===== src/spcc_pkg.sv =====
`default_nettype none
package spcc_pkg;
  // opcodes and opcode masks
  localparam logic [7:0] OP_READ_STATUS_CMD = 8'hb0;
  localparam logic [7:0] OP_ASET = 8'h04;
  localparam logic [7:0] OP_STOP = 8'h60;
  localparam logic [7:0] OP_LAUNCH = 8'h50;
  localparam logic [7:0] OP_POWER_DOWN_CMD = 8'h20;
  localparam logic [3:0] OP_PLAY_HI = 4'h4;
  localparam logic [3:0] OP_SET_HI = 4'h3;
  // status byte bit positions
  localparam int unsigned ST_BUSY_BIT = 5;
  localparam int unsigned ST_RDY_BIT = 0;
  // analog setting fields and reset value
  localparam int unsigned AS_FADE = 7;
  localparam int unsigned AS_DAG = 5;
  localparam int unsigned AS_AIG = 3;
  localparam int unsigned AS_DAC_POWER_EN = 2;
  localparam int unsigned AS_SPK_POWER_EN = 1;
  localparam int unsigned AS_POP = 0;
  localparam logic [7:0] AS_INIT = 8'h40;
  localparam logic [1:0] GAIN_OFF = 2'h0;
  localparam logic [1:0] GAIN_M6 = 2'h1;
  // timing, clock 100 ns
  localparam int unsigned CLK_NS = 100;
  localparam int unsigned FADE_US = 3000;
  localparam int unsigned TRANS_US = 100;
  localparam int unsigned RUP_S_US = 100;
  localparam int unsigned RUP_L_US = 300;
  localparam int unsigned RDN_S_US = 100;
  localparam int unsigned RDN_L_US = 300;
  localparam int unsigned CMD_GAP_US = 20;
  localparam int unsigned STAT_GAP_US = 20;
  localparam int unsigned STOP_WAIT_US = 12000;
  localparam int unsigned FADE_CYC = (FADE_US * 1000 + CLK_NS - 1) / CLK_NS;
  localparam int unsigned TRANS_CYC = (TRANS_US * 1000 + CLK_NS - 1) / CLK_NS;
  localparam int unsigned RUP_S_CYC = (RUP_S_US * 1000 + CLK_NS - 1) / CLK_NS;
  localparam int unsigned RUP_L_CYC = (RUP_L_US * 1000 + CLK_NS - 1) / CLK_NS;
  localparam int unsigned RDN_S_CYC = (RDN_S_US * 1000 + CLK_NS - 1) / CLK_NS;
  localparam int unsigned RDN_L_CYC = (RDN_L_US * 1000 + CLK_NS - 1) / CLK_NS;
  localparam int unsigned CMD_GAP_CYC = (CMD_GAP_US * 1000 + CLK_NS - 1) / CLK_NS;
  localparam int unsigned STAT_GAP_CYC = (STAT_GAP_US * 1000 + CLK_NS - 1) / CLK_NS;
  localparam int unsigned STOP_WAIT_CYC = (STOP_WAIT_US * 1000 + CLK_NS - 1) / CLK_NS;
  localparam int unsigned HALF_CYC = 8;
  // host register map
  localparam logic [7:0] HR_CMD = 8'h00;
  localparam logic [7:0] HR_STAT = 8'h04;
  localparam int unsigned HC_TWO = 16;
  localparam int unsigned HC_RD = 17;
endpackage : spcc_pkg
`default_nettype wire


===== src/spcc_link_if.sv =====
`default_nettype none
interface spcc_link_if;
  logic sclk; // serial clock, made by host
  logic cs_n; // frame select, low per byte
  logic sdi; // host to device data
  logic sdo; // device to host data
  logic cmd_busy_n; // device command busy pin
  modport dev (input sclk, input cs_n, input sdi, output sdo, output cmd_busy_n);
  modport host (output sclk, output cs_n, output sdi, input sdo, input cmd_busy_n);
endinterface : spcc_link_if
`default_nettype wire


===== src/spcc_dev.sv =====
`default_nettype none
// device end: byte receiver, command decoder, playback and analog control
module spcc_dev #(
  parameter int unsigned FADE_CYC = spcc_pkg::FADE_CYC
) (
  // clock and reset
  input wire logic clock,
  input wire logic nrst,
  // serial command link
  spcc_link_if.dev link,
  // phrase engine
  output logic play_start,
  output logic [9:0] play_phrase,
  output logic play_halt,
  output logic fade_active,
  input wire logic addr_done,
  input wire logic play_end,
  // status levels
  output logic cmd_ready,
  output logic play_busy_n,
  output logic pwr_on,
  // analog control
  output logic dac_pwr,
  output logic spk_pwr,
  output logic line_on_spk_pos,
  output logic dac_path_on,
  output logic dac_gain_full,
  output logic ain_path_on,
  output logic ain_gain_full,
  output logic line_ramp_busy,
  output logic line_level_up
);
  typedef enum logic [2:0] {
    D_OFF, D_TRANS, D_IDLE, D_WAIT2, D_ADDR, D_QUEUE, D_STOP
  } spcc_dst_e;

  spcc_dst_e st_q, st_d; // command state
  logic [16:0] cnt_q, cnt_d; // transition and fade timer
  logic [15:0] rmp_q, rmp_d; // line ramp timer
  logic [7:0] op_q, op_d; // first byte of two-byte command
  logic [7:0] as_q, as_d; // analog settings
  logic [9:0] pre_q, pre_d; // preset phrase
  logic pre_v_q, pre_v_d; // preset phrase stored
  logic [9:0] pend_q, pend_d; // chained phrase
  logic [9:0] ph_q, ph_d; // phrase being played
  logic play_q, play_d; // playback running
  logic pd_q, pd_d; // transition leads to power-down
  logic [7:0] rx_q; // receive shift
  logic [2:0] rxc_q; // received bit count
  logic [7:0] tx_q; // status shift
  logic rdf_q; // next frame carries status out
  logic start_d, halt_d, start_q, halt_q;

  // pin synchronisers
  logic sclk_l, sclk_r, sclk_f, cs_l, sdi_l;
  spcc_sync3 #(.INIT(1'b0)) u_sclk (
    .clock(clock), .nrst(nrst), .din(link.sclk),
    .lvl(sclk_l), .rise(sclk_r), .fall(sclk_f)
  );
  spcc_sync3 #(.INIT(1'b1)) u_cs (
    .clock(clock), .nrst(nrst), .din(link.cs_n),
    .lvl(cs_l), .rise(), .fall()
  );
  spcc_sync3 #(.INIT(1'b0)) u_sdi (
    .clock(clock), .nrst(nrst), .din(link.sdi),
    .lvl(sdi_l), .rise(), .fall()
  );

  // byte framing; a status frame carries a dummy byte that is not decoded
  wire bit_in = sclk_r && !cs_l;
  wire byte_v = bit_in && (rxc_q == 3'h7);
  wire [7:0] byte_w = {rx_q[6:0], sdi_l};
  wire cmd_v = byte_v && !rdf_q;

  // opcode decode
  wire is_rd = (byte_w == spcc_pkg::OP_READ_STATUS_CMD);
  wire is_aset = (byte_w == spcc_pkg::OP_ASET);
  wire is_stop = (byte_w == spcc_pkg::OP_STOP);
  wire is_launch = (byte_w == spcc_pkg::OP_LAUNCH);
  wire is_power_down_cmd = (byte_w == spcc_pkg::OP_POWER_DOWN_CMD);
  wire is_pup = (byte_w[7:2] == 6'h00);
  wire is_play = (byte_w[7:4] == spcc_pkg::OP_PLAY_HI) && (byte_w[1:0] == 2'h0);
  wire is_set = (byte_w[7:4] == spcc_pkg::OP_SET_HI) && (byte_w[1:0] == 2'h0);
  wire [9:0] addr_w = {op_q[3:2], byte_w};
  wire busy_w = play_q || (st_q == D_ADDR) || (st_q == D_QUEUE) || (st_q == D_STOP);
  wire [7:0] stat_w = 8'(32'(!busy_w) << spcc_pkg::ST_BUSY_BIT)
    | 8'(32'(st_q == D_IDLE) << spcc_pkg::ST_RDY_BIT);
  wire dac_new = as_d[spcc_pkg::AS_DAC_POWER_EN];
  wire pop_new = as_d[spcc_pkg::AS_POP];

  // serial receive and status transmit
  always_ff @(posedge clock) begin
    if (!nrst) begin
      rx_q <= 8'h00;
      rxc_q <= 3'h0;
      tx_q <= 8'h00;
      rdf_q <= 1'b0;
    end else begin
      if (cs_l) rxc_q <= 3'h0;
      else if (bit_in) rxc_q <= rxc_q + 3'h1;
      if (bit_in) rx_q <= byte_w;
      if (byte_v && rdf_q) rdf_q <= 1'b0;
      else if (cmd_v && is_rd) rdf_q <= 1'b1;
      // seven shifts a frame and none on the eighth fall, so a fresh status load stays whole
      if (cmd_v && is_rd) tx_q <= stat_w;
      else if (sclk_f && !cs_l && (rxc_q != 3'h0)) tx_q <= {tx_q[6:0], 1'b0};
    end
  end

  // command state machine
  always_comb begin
    st_d = st_q;
    cnt_d = cnt_q;
    op_d = op_q;
    as_d = as_q;
    pre_d = pre_q;
    pre_v_d = pre_v_q;
    pend_d = pend_q;
    ph_d = ph_q;
    play_d = play_q;
    pd_d = pd_q;
    start_d = 1'b0;
    halt_d = 1'b0;
    // a phrase ends on its own unless one is chained behind it
    if (play_end && st_q != D_QUEUE) play_d = 1'b0;
    case (st_q)
      D_OFF: begin
        if (cmd_v && is_pup) begin
          st_d = D_TRANS;
          cnt_d = 17'(spcc_pkg::TRANS_CYC);
          pd_d = 1'b0;
          as_d = spcc_pkg::AS_INIT;
        end
      end
      // bytes dropped while power moves
      D_TRANS: begin
        if (cnt_q == 17'h0) st_d = pd_q ? D_OFF : D_IDLE;
        else cnt_d = cnt_q - 17'h1;
      end
      D_IDLE: begin
        if (cmd_v && (is_play || is_set)) begin
          st_d = D_WAIT2;
          op_d = byte_w;
        end else if (cmd_v && is_aset && !play_q) begin
          st_d = D_WAIT2;
          op_d = byte_w;
        end else if (cmd_v && is_launch && pre_v_q) begin
          ph_d = pre_q;
          start_d = 1'b1;
          play_d = 1'b1;
          st_d = D_ADDR;
        end else if (cmd_v && is_stop && play_q) begin
          halt_d = 1'b1;
          st_d = D_STOP;
          cnt_d = as_q[spcc_pkg::AS_FADE] ? 17'(FADE_CYC) : 17'h0;
        end else if (cmd_v && is_power_down_cmd && !play_q) begin
          st_d = D_TRANS;
          cnt_d = 17'(spcc_pkg::TRANS_CYC);
          pd_d = 1'b1;
          pre_v_d = 1'b0;
          pre_d = 10'h000;
        end
      end
      D_WAIT2: begin
        if (cmd_v) begin
          st_d = D_IDLE;
          if (op_q == spcc_pkg::OP_ASET) begin
            as_d = byte_w;
          end else if (op_q[7:4] == spcc_pkg::OP_SET_HI) begin
            pre_d = addr_w;
            pre_v_d = 1'b1;
          end else if (play_q) begin
            pend_d = addr_w;
            st_d = D_QUEUE;
          end else begin
            ph_d = addr_w;
            start_d = 1'b1;
            play_d = 1'b1;
            st_d = D_ADDR;
          end
        end
      end
      D_ADDR, D_QUEUE: begin
        if (cmd_v && is_stop) begin
          halt_d = 1'b1;
          st_d = D_STOP;
          cnt_d = as_q[spcc_pkg::AS_FADE] ? 17'(FADE_CYC) : 17'h0;
        end else if (st_q == D_ADDR && addr_done) begin
          st_d = D_IDLE;
        end else if (st_q == D_QUEUE && play_end) begin
          ph_d = pend_q;
          start_d = 1'b1;
          st_d = D_ADDR;
        end
      end
      D_STOP: begin
        if (cnt_q == 17'h0) begin
          st_d = D_IDLE;
          play_d = 1'b0;
        end else begin
          cnt_d = cnt_q - 17'h1;
        end
      end
      default: st_d = D_OFF;
    endcase
  end

  // line ramp timer restarts whenever the dac power bit flips
  always_comb begin
    rmp_d = (rmp_q == 16'h0) ? 16'h0 : rmp_q - 16'h1;
    if (dac_new != as_q[spcc_pkg::AS_DAC_POWER_EN]) begin
      if (dac_new) rmp_d = pop_new ? 16'(spcc_pkg::RUP_L_CYC) : 16'(spcc_pkg::RUP_S_CYC);
      else rmp_d = pop_new ? 16'(spcc_pkg::RDN_L_CYC) : 16'(spcc_pkg::RDN_S_CYC);
    end
  end

  // state registers
  always_ff @(posedge clock) begin
    if (!nrst) begin
      st_q <= D_OFF;
      cnt_q <= 17'h0;
      rmp_q <= 16'h0;
      op_q <= 8'h00;
      as_q <= spcc_pkg::AS_INIT;
      pre_q <= 10'h000;
      pre_v_q <= 1'b0;
      pend_q <= 10'h000;
      ph_q <= 10'h000;
      play_q <= 1'b0;
      pd_q <= 1'b0;
      start_q <= 1'b0;
      halt_q <= 1'b0;
    end else begin
      st_q <= st_d;
      cnt_q <= cnt_d;
      rmp_q <= rmp_d;
      op_q <= op_d;
      as_q <= as_d;
      pre_q <= pre_d;
      pre_v_q <= pre_v_d;
      pend_q <= pend_d;
      ph_q <= ph_d;
      play_q <= play_d;
      pd_q <= pd_d;
      start_q <= start_d;
      halt_q <= halt_d;
    end
  end

  // outputs; dac and ain paths open only with the speaker amplifier powered
  assign play_start = start_q;
  assign play_phrase = ph_q;
  assign play_halt = halt_q;
  assign fade_active = (st_q == D_STOP) && (cnt_q != 17'h0);
  assign cmd_ready = (st_q == D_IDLE);
  assign play_busy_n = !busy_w;
  assign pwr_on = (st_q != D_OFF) && !(st_q == D_TRANS && !pd_q);
  assign dac_pwr = as_q[spcc_pkg::AS_DAC_POWER_EN];
  assign spk_pwr = as_q[spcc_pkg::AS_SPK_POWER_EN];
  assign line_on_spk_pos = !as_q[spcc_pkg::AS_SPK_POWER_EN];
  assign dac_path_on = spk_pwr && (as_q[spcc_pkg::AS_DAG +: 2] != spcc_pkg::GAIN_OFF);
  assign dac_gain_full = as_q[spcc_pkg::AS_DAG +: 2] != spcc_pkg::GAIN_M6;
  assign ain_path_on = spk_pwr && (as_q[spcc_pkg::AS_AIG +: 2] != spcc_pkg::GAIN_OFF);
  assign ain_gain_full = as_q[spcc_pkg::AS_AIG +: 2] != spcc_pkg::GAIN_M6;
  assign line_ramp_busy = (rmp_q != 16'h0);
  assign line_level_up = dac_pwr;
  assign link.sdo = tx_q[7];
  assign link.cmd_busy_n = !((st_q == D_TRANS) || (st_q == D_ADDR) || (st_q == D_STOP));
endmodule : spcc_dev
`default_nettype wire


===== src/spcc_sync3.sv =====
`default_nettype none
// three-stage synchroniser; a level counts once stages two and three agree
module spcc_sync3 #(
  parameter logic INIT = 1'b0
) (
  // clock and reset
  input wire logic clock,
  input wire logic nrst,
  // raw pin and filtered result
  input wire logic din,
  output logic lvl,
  output logic rise,
  output logic fall
);
  logic s1_q, s2_q, s3_q, lvl_q; // stage one feeds only stage two
  wire agree = (s2_q == s3_q);
  // shift chain and filtered level
  always_ff @(posedge clock) begin
    if (!nrst) begin
      {s1_q, s2_q, s3_q, lvl_q} <= {4{INIT}};
    end else begin
      s1_q <= din;
      s2_q <= s1_q;
      s3_q <= s2_q;
      if (agree) lvl_q <= s3_q;
    end
  end
  assign lvl = lvl_q;
  assign rise = agree && s3_q && !lvl_q;
  assign fall = agree && !s3_q && lvl_q;
endmodule : spcc_sync3
`default_nettype wire

===== src/flat_wrapper.sv =====
// flat-port wrapper written by rule: the top's interface ports become plain ports
module spcc_dev_flat 
#(
  parameter int unsigned FADE_CYC = spcc_pkg::FADE_CYC
)
  (clock, nrst, play_start, play_phrase, play_halt, fade_active, addr_done, play_end, cmd_ready, play_busy_n, pwr_on, dac_pwr, spk_pwr, line_on_spk_pos, dac_path_on, dac_gain_full, ain_path_on, ain_gain_full, line_ramp_busy, line_level_up, link_sclk, link_cs_n, link_sdi, link_sdo, link_cmd_busy_n);
  spcc_link_if link_i ();
  input wire logic clock;
  input wire logic nrst;
  output logic play_start;
  output logic [9:0] play_phrase;
  output logic play_halt;
  output logic fade_active;
  input wire logic addr_done;
  input wire logic play_end;
  output logic cmd_ready;
  output logic play_busy_n;
  output logic pwr_on;
  output logic dac_pwr;
  output logic spk_pwr;
  output logic line_on_spk_pos;
  output logic dac_path_on;
  output logic dac_gain_full;
  output logic ain_path_on;
  output logic ain_gain_full;
  output logic line_ramp_busy;
  output logic line_level_up;
  input wire logic [$bits(link_i.sclk)-1:0] link_sclk;
  input wire logic [$bits(link_i.cs_n)-1:0] link_cs_n;
  input wire logic [$bits(link_i.sdi)-1:0] link_sdi;
  output wire logic [$bits(link_i.sdo)-1:0] link_sdo;
  output wire logic [$bits(link_i.cmd_busy_n)-1:0] link_cmd_busy_n;
  assign link_i.sclk = link_sclk;
  assign link_i.cs_n = link_cs_n;
  assign link_i.sdi = link_sdi;
  assign link_sdo = link_i.sdo;
  assign link_cmd_busy_n = link_i.cmd_busy_n;
  spcc_dev #(.FADE_CYC(FADE_CYC)) u_core (.clock(clock), .nrst(nrst), .link(link_i), .play_start(play_start), .play_phrase(play_phrase), .play_halt(play_halt), .fade_active(fade_active), .addr_done(addr_done), .play_end(play_end), .cmd_ready(cmd_ready), .play_busy_n(play_busy_n), .pwr_on(pwr_on), .dac_pwr(dac_pwr), .spk_pwr(spk_pwr), .line_on_spk_pos(line_on_spk_pos), .dac_path_on(dac_path_on), .dac_gain_full(dac_gain_full), .ain_path_on(ain_path_on), .ain_gain_full(ain_gain_full), .line_ramp_busy(line_ramp_busy), .line_level_up(line_level_up));
endmodule

===== config.mk =====
export PLATFORM = sky130hd
export DESIGN_NAME = spcc_dev_flat
export DESIGN_NICKNAME = d
export VERILOG_FILES = /design/src/spcc_pkg.sv /design/src/spcc_link_if.sv /design/src/spcc_dev.sv /design/src/spcc_sync3.sv /design/src/flat_wrapper.sv
export SDC_FILE = /design/constraint.sdc
export NUM_CORES = 1
export LEC_CHECK = 0
export ABC_AREA = 1
export ABC_CLOCK_PERIOD_IN_PS = 2060
export BUFFER_PORTS_ARGS = -buffer_cell sky130_fd_sc_hd__buf_4
export CAP_MARGIN = 20
export CORE_ASPECT_RATIO = 0.9
export CORE_UTILIZATION = 60
export CTS_CLUSTER_SIZE = 28
export DETAILED_ROUTE_END_ITERATION = 10
export HOLD_SLACK_MARGIN = 0.06
export PLACE_DENSITY_LB_ADDON = 0.05
export SKIP_CTS_REPAIR_TIMING = 1
export SYNTH_ARGS = -nofsm -noshare
export SYNTH_HDL_FRONTEND = slang
export SYNTH_SLANG_ARGS = --single-unit

===== constraint.sdc =====
create_clock -name clock -period 2.06 [get_ports clock]
set_clock_uncertainty 0.05 [all_clocks]
set_input_delay 0.206 -clock clock [delete_from_list [all_inputs] [get_ports clock]]
set_output_delay 0.206 -clock clock [all_outputs]
set_load 0.02 [all_outputs]

== Word level (Yosys, flattened, before mapping) ==
Index checks and enable logic that the tools add are counted.

* Register bits after elaboration: 118
* Input bits: 7
* Output and inout port bits: 27
* Logic and storage cells: 261

* $add $sub $neg: 3
* Equality and inequality tests: 46
* Multiplexer cells: 101
* Bitwise operators: 4
* Reductions and logical operators: 77

{| class="wikitable"
|+ Operators with widths
! operator !! number
|-
| $mux W10 || 18
|-
| $mux W17 || 8
|-
| $pmux W17 S4 || 1
|-
| $mux W8 || 7
|-
| $mux W3 || 14
|-
| $mux W1 || 39
|-
| $mux W16 || 2
|-
| $logic_and A1 B1 Y1 || 31
|-
| $pmux W10 S3 || 1
|-
| $ne A2 B1 Y1 const B || 12
|-
| $ne A2 B2 Y1 const B || 10
|-
| $pmux W10 S2 || 1
|-
| $pmux W3 S6 || 1
|-
| $logic_not A17 Y1 || 1
|-
| $reduce_bool A17 Y1 || 1
|-
| $sub A17 B1 Y17 const B || 1
|-
| $eq A8 B3 Y1 const B || 2
|-
| $eq A8 B7 Y1 const B || 2
|-
| $logic_not A16 Y1 || 1
|-
| $pmux W8 S2 || 1
|-
| $reduce_bool A16 Y1 || 1
|-
| $sub A16 B1 Y16 const B || 1
|-
| $mux W15 || 1
|-
| $reduce_bool A2 Y1 || 7
|-
| other kinds (36) || 67
|}

== Logic depth before layout (Yosys ltp) ==
Gate-level depths: netlist (run 1).

* Word-level depth: 14
* Mapped depth: 14
* Depth with buffers taken out: 14

== By module ==
Synthesis (run 1) repeated with hierarchy kept, for this count alone.

* Cell total of the unflattened synthesis: 947
* Area, all modules: 6242.2 sq um

{| class="wikitable"
|+ By module, submodules not included
! module !! times used !! cells each !! area an instance (sq um) !! sequential area each (sq um)
|-
| spcc_dev || 1 || 880 || 5731.7 || 2122.0
|-
| spcc_sync3 (u_core.u_sclk ...) || 2 || 23 || 171.4 || 80.1
|-
| spcc_sync3 (u_core.u_cs) || 1 || 21 || 167.7 || 80.1
|}

== Worst setup path before layout (run 1) ==
Ideal clock, no wire load.

* Path kind: register to register
* Start: register u_core.rxc_q[0]
* End: register u_core.cnt_q[9]
* Library setup time: 0.113 ns
* Arrival: 1.730 ns
* Data required time: 1.897 ns
* Slack: 0.168 ns
* Stages on the path, launching flop included: 13
* Period minus slack after synthesis: 1.892 ns
* Cells stage by stage: dfxtp_1 -> ha_1 -> ha_1 -> nand4_1 -> nor2_2 -> buf_6 -> nand3_1 -> nand2_1 -> nor2_4 -> nand2_2 -> buf_4 -> nor2_1 -> nor2_1

* Longest elaborated chain between the ends: 10

{| class="wikitable"
|+ RTL lines
! item !! RTL line !! RTL
|-
| start: declaration || spcc_dev.sv:49 || <nowiki>logic [2:0] rxc_q;</nowiki>
|-
| start signal: assignment || spcc_dev.sv:100 || <nowiki>else if (bit_in) rxc_q <= rxc_q + 3'h1;</nowiki>
|-
| $eq A3 B3 Y1 (*) || spcc_dev.sv:71 || <nowiki>wire byte_v = bit_in && (rxc_q == 3'h7);</nowiki>
|-
| $logic_and A1 B1 Y1 (*) || spcc_dev.sv:71 ||
|-
| $logic_and A1 B1 Y1 (*) || spcc_dev.sv:73 || <nowiki>wire cmd_v = byte_v && !rdf_q;</nowiki>
|-
| $logic_and A1 B1 Y1 || spcc_dev.sv:152, spcc_dev.sv:184 ||
|-
| $logic_and A1 B1 Y1 || spcc_dev.sv:152 || <nowiki>end else if (cmd_v && is_stop && play_q) begin</nowiki>
|-
| $mux W17 || spcc_dev.sv:152 ||
|-
| $mux W17 || spcc_dev.sv:147 || <nowiki>end else if (cmd_v && is_launch && pre_v_q) begin</nowiki>
|-
| $mux W17 || spcc_dev.sv:144 || <nowiki>end else if (cmd_v && is_aset && !play_q) begin</nowiki>
|-
| $mux W17 || spcc_dev.sv:141 || <nowiki>if (cmd_v && (is_play || is_set)) begin</nowiki>
|-
| $pmux W17 S4 || spcc_dev.sv:126 || <nowiki>case (st_q)</nowiki>
|-
| end signal: assignment || spcc_dev.sv:235 || <nowiki>cnt_q <= cnt_d;</nowiki>
|-
| end: declaration || spcc_dev.sv:38 || <nowiki>logic [16:0] cnt_q, cnt_d;</nowiki>
|}

Mark *: on every way between the ends. The rest lies on a longest branch, timed or not. The select of a mux whose other input is x is not followed.
A chain may end at the register's enable or synchronous reset.

== Worst setup path after layout (run 1) ==
* Start: register u_core.rxc_q[0]
* End: register u_core.cnt_q[1]

The elaborated chain is that of the path after synthesis.

==> results.cfg, run 1 <==
[worst_setup_path]
cp_data_arrival_time_ns = 2.42
endpoint_kind = flip-flop
cp.required_ns = 2.28
cp_max_fo = 7
crit_path_start_kind = flip-flop
worstSetupPathType = reg2reg
reg2reg_depth = 12

[synth]
synth_area_leaders = dfxtp_1, nand2_1, nor2_1
ys_async_sr_fraction_pct = 0
yosysWarnings = 0
post-synth-top-count-cell = nand2_1
yosysTopAreaCell = dfxtp_1
ys_seq_area_share_pct = 38.41
synth_top_area_share_pct = 38.41
ys.flop_type = dfxtp_1
netlist_area_um2 = 6151
synth_edf_count = 0
netlist_instances = 910
synth_cell_type_count = 41
ys_ff_latch = 118
syn_area_per_cell_um2 = 6.759
synth_commonest_cells = nand2_1, nor2_1, dfxtp_1
syn_nets = 925

[floorplan]
fp.dieH_um = 98.06
core_um2 = 9827
fp.dieW_um = 108.7
ios = 34
rows = 34
start_util_pct = 62.59
die-area_um2 = 10660

[power_and_ir_drop]
clkPwrFrac_pct = 52.4
p_switching_mw = 1.095
p_leak_nw = 3.627
ir_drop_uv = 633.8
switching_share_pct = 21.85
combPwrFrac_pct = 1.7
p_seq_share_pct = 45.9
pwr_density_cell_nw_per_um2 = 624.9
power.internal_mw = 3.917

[final_layout]
instances_no_fill = 1126
stdcell_area_um2 = 8020
multi_input_area_um2 = 3705
nFillCells = 657
nNetsFinal = 1006
seqCellArea_um2 = 2372
antenna_cells = 0
syn_to_final_growth_pct = 30.39
layout-drive-gt1-share_pct = 27.50

[job]
cap_viol_max_count = 0

[drt]
drc = 0
drt_iter0_drc = 590
vias = 6459
detail_route.first_pass.iterations = 9
wl_per_cell_um = 16.03
finalWirelength_mm = 18.05
vias_per_cell = 5.736
route.antenna.remaining_nets = 0

[worst_hold_path]
hold_class = in2reg
worstHoldPathCells = 6

[sta]
finalSetupTns_ns = -2.145
finalHoldViolCount = 0
fin_ws_ns = -0.1476
tightest_slew_ns = 0.9814
rsz0062_at_grt = true
min_period_ns = 2.208
period_share_pct = 107.2
finalSetupViolations = 29
max_slew_margin_pct = 34.50
max_freq_ghz = 0.4530
finalMaxSlewViolations = 0

[clocking]
cts_buffers = 17
h-tree-depth = 4
cts_tree = done
cts.sinks = 118
clockRootBuffer = clkbuf_16
cts_buffer_depth = 2
clk_pin_slew_ns = 0.05
clock_latency_ns = 0.42

[placed_design]
portBuffers = 33
gp_congestion = 0.9136
place_hpwl_mm = 10.52
dpl.cell_count = 1069
place_area_um2 = 6615

[run_status]
violations = negative setup slack
status = finished, violations left

[global_route]
track_usage_pct = 30.86
grt_pass1_wl_mm = 25.92
grt-ovfl-total = 0
antenna_found_initial = 0
grt_start_max_net_pins = 62
grt_pass1_vias = 5637
area by class of cell:
class | instances | area share [%]
clock buffer | 20 | 5.819
multi-input combinational | 648 | 46.19
sequential | 118 | 29.58
inverter | 118 | 5.538
clock inverter | 8 | 0.6864
timing repair buffer | 88 | 10.22
tap | 126 | 1.966
power by group through the flow:
stage                     sequential (mW)  combinational, mW  clock, mW
final                                2.30             0.0857       2.63
after detailed placement             2.35             0.0715          0
after global routing                 2.30             0.0940       2.73
after global placement               2.34             0.0696          0
after floorplan                      2.34             0.0463          0
after CTS                            2.30             0.0717       2.63
state kept, by name (all words and copies together), names as in the netlist, 3 cells and up:
name / flops
u_core.play_phrase: 10
u_core.pre_q: 10
u_core.tx_q: 8
u_core.rx_q: 7
u_core.rxc_q: 3
u_core.as_q: 8
u_core.op_q: 8
u_core.rmp_q: 16
u_core.st_q: 3
u_core.cnt_q: 17
u_core.pend_q: 10
worst max-delay path: stages (launching register included):
cell and delay (ns):
dfxtp_2 0.35, ha_4 0.15, ha_4 0.14, buf_6 0.10, nand4_4 0.19, buf_6 0.18
o21bai_4 0.19, o21ai_4 0.10, nor2_8 0.24, buf_8 0.19, nand3_2 0.06, nand2_1 0.06
nor2_1 0.03
stage by stage:
stage	hold slack, ns	utilization (%)	power, mW	setup slack, ns
after floorplan	0.2536	-	2.390	0.1675
after global placement	0.3380	67.32	2.414	-0.02811
after detailed placement	0.3400	67.32	2.417	-0.1033
after CTS	-0.08449	72.63	5.002	-0.2801
after global routing	0.3090	81.61	5.126	-0.2245
final	0.2964	81.61	5.012	-0.1476
metal layers:
| layer | vias up | wire length (µm) | GRT usage (%) |
|---|---|---|---|
| met5 | - | 0 | 0 |
| met4 | 0 | 394 | 10.08 |
| met3 | 57 | 1542 | 6.809 |
| met2 | 343 | 8548 | 50.54 |
| met1 | 2985 | 7560 | 40.08 |
| li1 | 3074 | - | - |
worst paths after layout:
kind | startpoint | to | slack, ns
setup reg to reg | u_core.rxc_q[0]$_SDFFE_PP0N_ | u_core.cnt_q[1]$_SDFFE_PN0P_ | -0.15
hold / removal | play_end | u_core.play_q$_SDFF_PN0_ | 0.30
hold reg to reg | u_core.u_cs.s1_q$_SDFF_PN1_ | u_core.u_cs.s2_q$_SDFF_PN1_ | 0.37
setup / recovery | u_core.rxc_q[0]$_SDFFE_PP0N_ | u_core.cnt_q[1]$_SDFFE_PN0P_ | -0.15
cell usage in the layout, fill, tap and decap left out, types with 2 or more instances in the layout:
cell type      Yosys  final
ha_1               8      4
o21ai_0           38     37
nand3_4            1      6
nor2_2            10     14
clkbuf_8           0      3
dlygate4sd3_1      0      3
buf_4              8     66
nor3_1            19     13
clkinv_2           1      4
o21ai_1            1      2
nand4_1            8      8
a221oi_1           9      9
buf_8              0      2
xnor2_1            5      5
dfxtp_1          118    110
nor2_4             4     10
o21ai_4            0      2
nor3_2             9     15
clkinv_4           0      2
nand2_2            6     28
clkinvlp_4         0      3
nand4_4            1      3
buf_12             0      2
inv_1            103     98
inv_2             14     19
nand3_2            6     17
xor2_1             9      9
clkbuf_16          0     21
nand3_1           72     57
nand2_1          201    171
buf_6              4     11
nand3b_1           3      3
dfxtp_2            0      8
a21oi_1           67     54
a21oi_2            0     12
nor2_1           149    139
or2_2              6      6
ha_4               0      4
nand2_4            1     10
logic make-up (layout without fill, tap and decap cells):
logic type               after synthesis  in the layout  share of synthesized area [%]
adder cells (fa/ha/maj)                8              8                          1.627
AO/OA/AOI/OAI                        121            121                          10.74
flip-flops                           118            118                          38.41
XOR/XNOR                              14             14                          1.994
AND/OR/NAND/NOR                      501            505                          37.10
buffers and inverters                148            234                          10.13
No activity file was read; power rests on OpenSTA's default activity.
==> run 2: changes to the inputs <==
--- a/config.mk
+++ b/config.mk
@@ -14,6 +14,7 @@
 export CTS_CLUSTER_SIZE = 28
 export DETAILED_ROUTE_END_ITERATION = 10
 export HOLD_SLACK_MARGIN = 0.06
+export MAX_ROUTING_LAYER = met4
 export PLACE_DENSITY_LB_ADDON = 0.05
 export SKIP_CTS_REPAIR_TIMING = 1
 export SYNTH_ARGS = -nofsm -noshare
==> run 2 against run 1 <==
Net effect:
- the run still ends with negative setup slack left
- total power increased by 6.4%
- via count up 1.7%
- largest power group unchanged
- final area increased by 3.7%
- clock power increased by 12%
- worst hold slack lost 0.097 ns
- wire length is 6.0% higher
- critical path type is now reg2out
==> results.cfg, run 2 (synthesized netlist as in run 1, its figures left out) <==
[clocking]
clock_latency_ns = 0.42
clockRootBuffer = clkbuf_16
cts_buffer_depth = 2
cts_buffers = 17
h-tree-depth = 4
cts_tree = done
clk_pin_slew_ns = 0.06
cts.sinks = 118

[worst_setup_path]
cp_top_family = simple AND/OR/NAND/NOR gates
cp_data_arrival_time_ns = 2.00
r2r-end = u_core.cnt_q[1]$_SDFFE_PN0P_
cp_max_fo = 3
slowest_delay_ns = 0.34
cp.required_ns = 1.80
crit_chain = nor2_1 > nand2_4 > nor4_4 > nand4_1 > nand2b_4 > nand3b_1 > buf_6
cp_slowest_cell = dfxtp_1
crit_path_start_kind = flip-flop
reg2reg_depth = 15
endpoint_kind = output pin
path_buf_inv = 1
worst-path-stages = 7
worstSetupPathType = reg2out
r2r_setup_slack_ns = -0.18
r2r-start = u_core.rxc_q[1]$_SDFFE_PP0N_

[drt]
route.antenna.remaining_nets = 0
drt_iter0_drc = 589
vias_per_cell = 5.769
finalWirelength_mm = 19.13
wl_per_cell_um = 16.80
detail_route.first_pass.iterations = 6
vias = 6571
drc = 0

[sta]
fin_ws_ns = -0.1963
max_freq_ghz = 0.4432
finalHoldViolCount = 0
min_period_ns = 2.256
finalSetupTns_ns = -3.713
max_slew_margin_pct = 38.33
finalSetupViolations = 45
tightest_slew_ns = 0.9240
period_share_pct = 109.5
finalMaxSlewViolations = 0
rsz0062_at_grt = true

[final_layout]
regMostFlops = u_core.cnt_q
stdcell_area_um2 = 8319
final_common_cell = nand2_1
layout-drive-gt1-share_pct = 29.02
post-route-util_pct = 84.66
largestRegisters = u_core.cnt_q (17), u_core.rmp_q (16)
seqCellArea_um2 = 2377
syn_to_final_growth_pct = 35.25
multi_input_area_um2 = 3794
antenna_cells = 0
largest_reg_flops = 17
nFillCells = 558
nNetsFinal = 1018
final_cell_mix = nand2_1, nor2_1, dfxtp_1, inv_1, buf_4

[floorplan]
die-area_um2 = 10660
start_util_pct = 62.59
fp.dieH_um = 98.06
fp.dieW_um = 108.7
core_um2 = 9827
ios = 34
rows = 34

[run_status]
status = finished, violations left
violations = negative setup slack

[worst_hold_path]
hold_class = in2reg
hold_start = nrst
hold_end = u_core.u_sclk.s1_q$_SDFF_PN0_
worstHoldPathCells = 4

[global_route]
antenna_found_initial = 0
grt-ovfl-total = 0
track_usage_pct = 31.41
grt.met2_usage_pct = 49.90
gr-usage-met1_pct = 41.03
grt_pass1_wl_mm = 25.71
grt_start_max_net_pins = 47
grt_pass1_vias = 5604
met3_usage_pct = 5.674
grt_busiest_layer = met2

[placed_design]
place_area_um2 = 6643
dp_slack_ns = -0.08728
gp_congestion = 0.9053
portBuffers = 33
place_hpwl_mm = 10.66

[power_and_ir_drop]
power_mw = 5.332
pwr_density_cell_nw_per_um2 = 640.9
ir_drop_uv = 601.3
p_leak_nw = 3.832

[job]
cap_viol_max_count = 0
## run 2: tightest hold or removal path, stage by stage
cell and delay [ns]:
buf_4 0.09, buf_4 0.23, nand2_1 0.07, inv_1 0.04
## run 2: cell type report
cell class / count / share of cell area [%]
repair buffers: 99 / 11.55
clock buffers: 21 / 5.775
clock inverters: 8 / 1.203
inverters: 118 / 5.399
well taps: 126 / 1.895
flip-flops and latches: 118 / 28.58
multi-input cells: 649 / 45.60
## run 2: stage by stage
stage	hold WS, ns	cells
after floorplan	0.2536	910
after global placement	0.3373	1071
after detailed placement	0.3394	1071
after CTS	-0.09347	1100
after global routing	0.2198	1139
final	0.1996	1139
## run 2: power breakdown
part / switching, mW / total [mW] / internal [mW] / leakage (nW)
Sequential: 0.00596 / 2.30 / 2.29 / 0.956
Clock: 1.07 / 2.95 / 1.88 / 0.287
Combinational: 0.0562 / 0.0841 / 0.0280 / 2.59
Total: 1.13 / 5.33 / 4.20 / 3.83
## run 2: worst max path at each step
stage                                      start                      endpoint
floorplan           u_core.rxc_q[0]$_SDFFE_PP0N_  u_core.cnt_q[9]$_SDFFE_PN0P_
global placement    u_core.rxc_q[0]$_SDFFE_PP0N_  u_core.cnt_q[1]$_SDFFE_PN0P_
detailed placement  u_core.rxc_q[0]$_SDFFE_PP0N_  u_core.cnt_q[1]$_SDFFE_PN0P_
CTS                   u_core.rmp_q[0]$_SDFF_PP0_                line_ramp_busy
global route          u_core.rmp_q[2]$_SDFF_PP0_                line_ramp_busy
finish                u_core.rmp_q[3]$_SDFF_PN0_                line_ramp_busy
## run 2: metal layers
metal  wire (µm)  vias to the layer above
li1            -                     3107
met1        7962                     3050
met2        9067                      348
met3        1518                       66
met4         584                        0
met5           0                        -
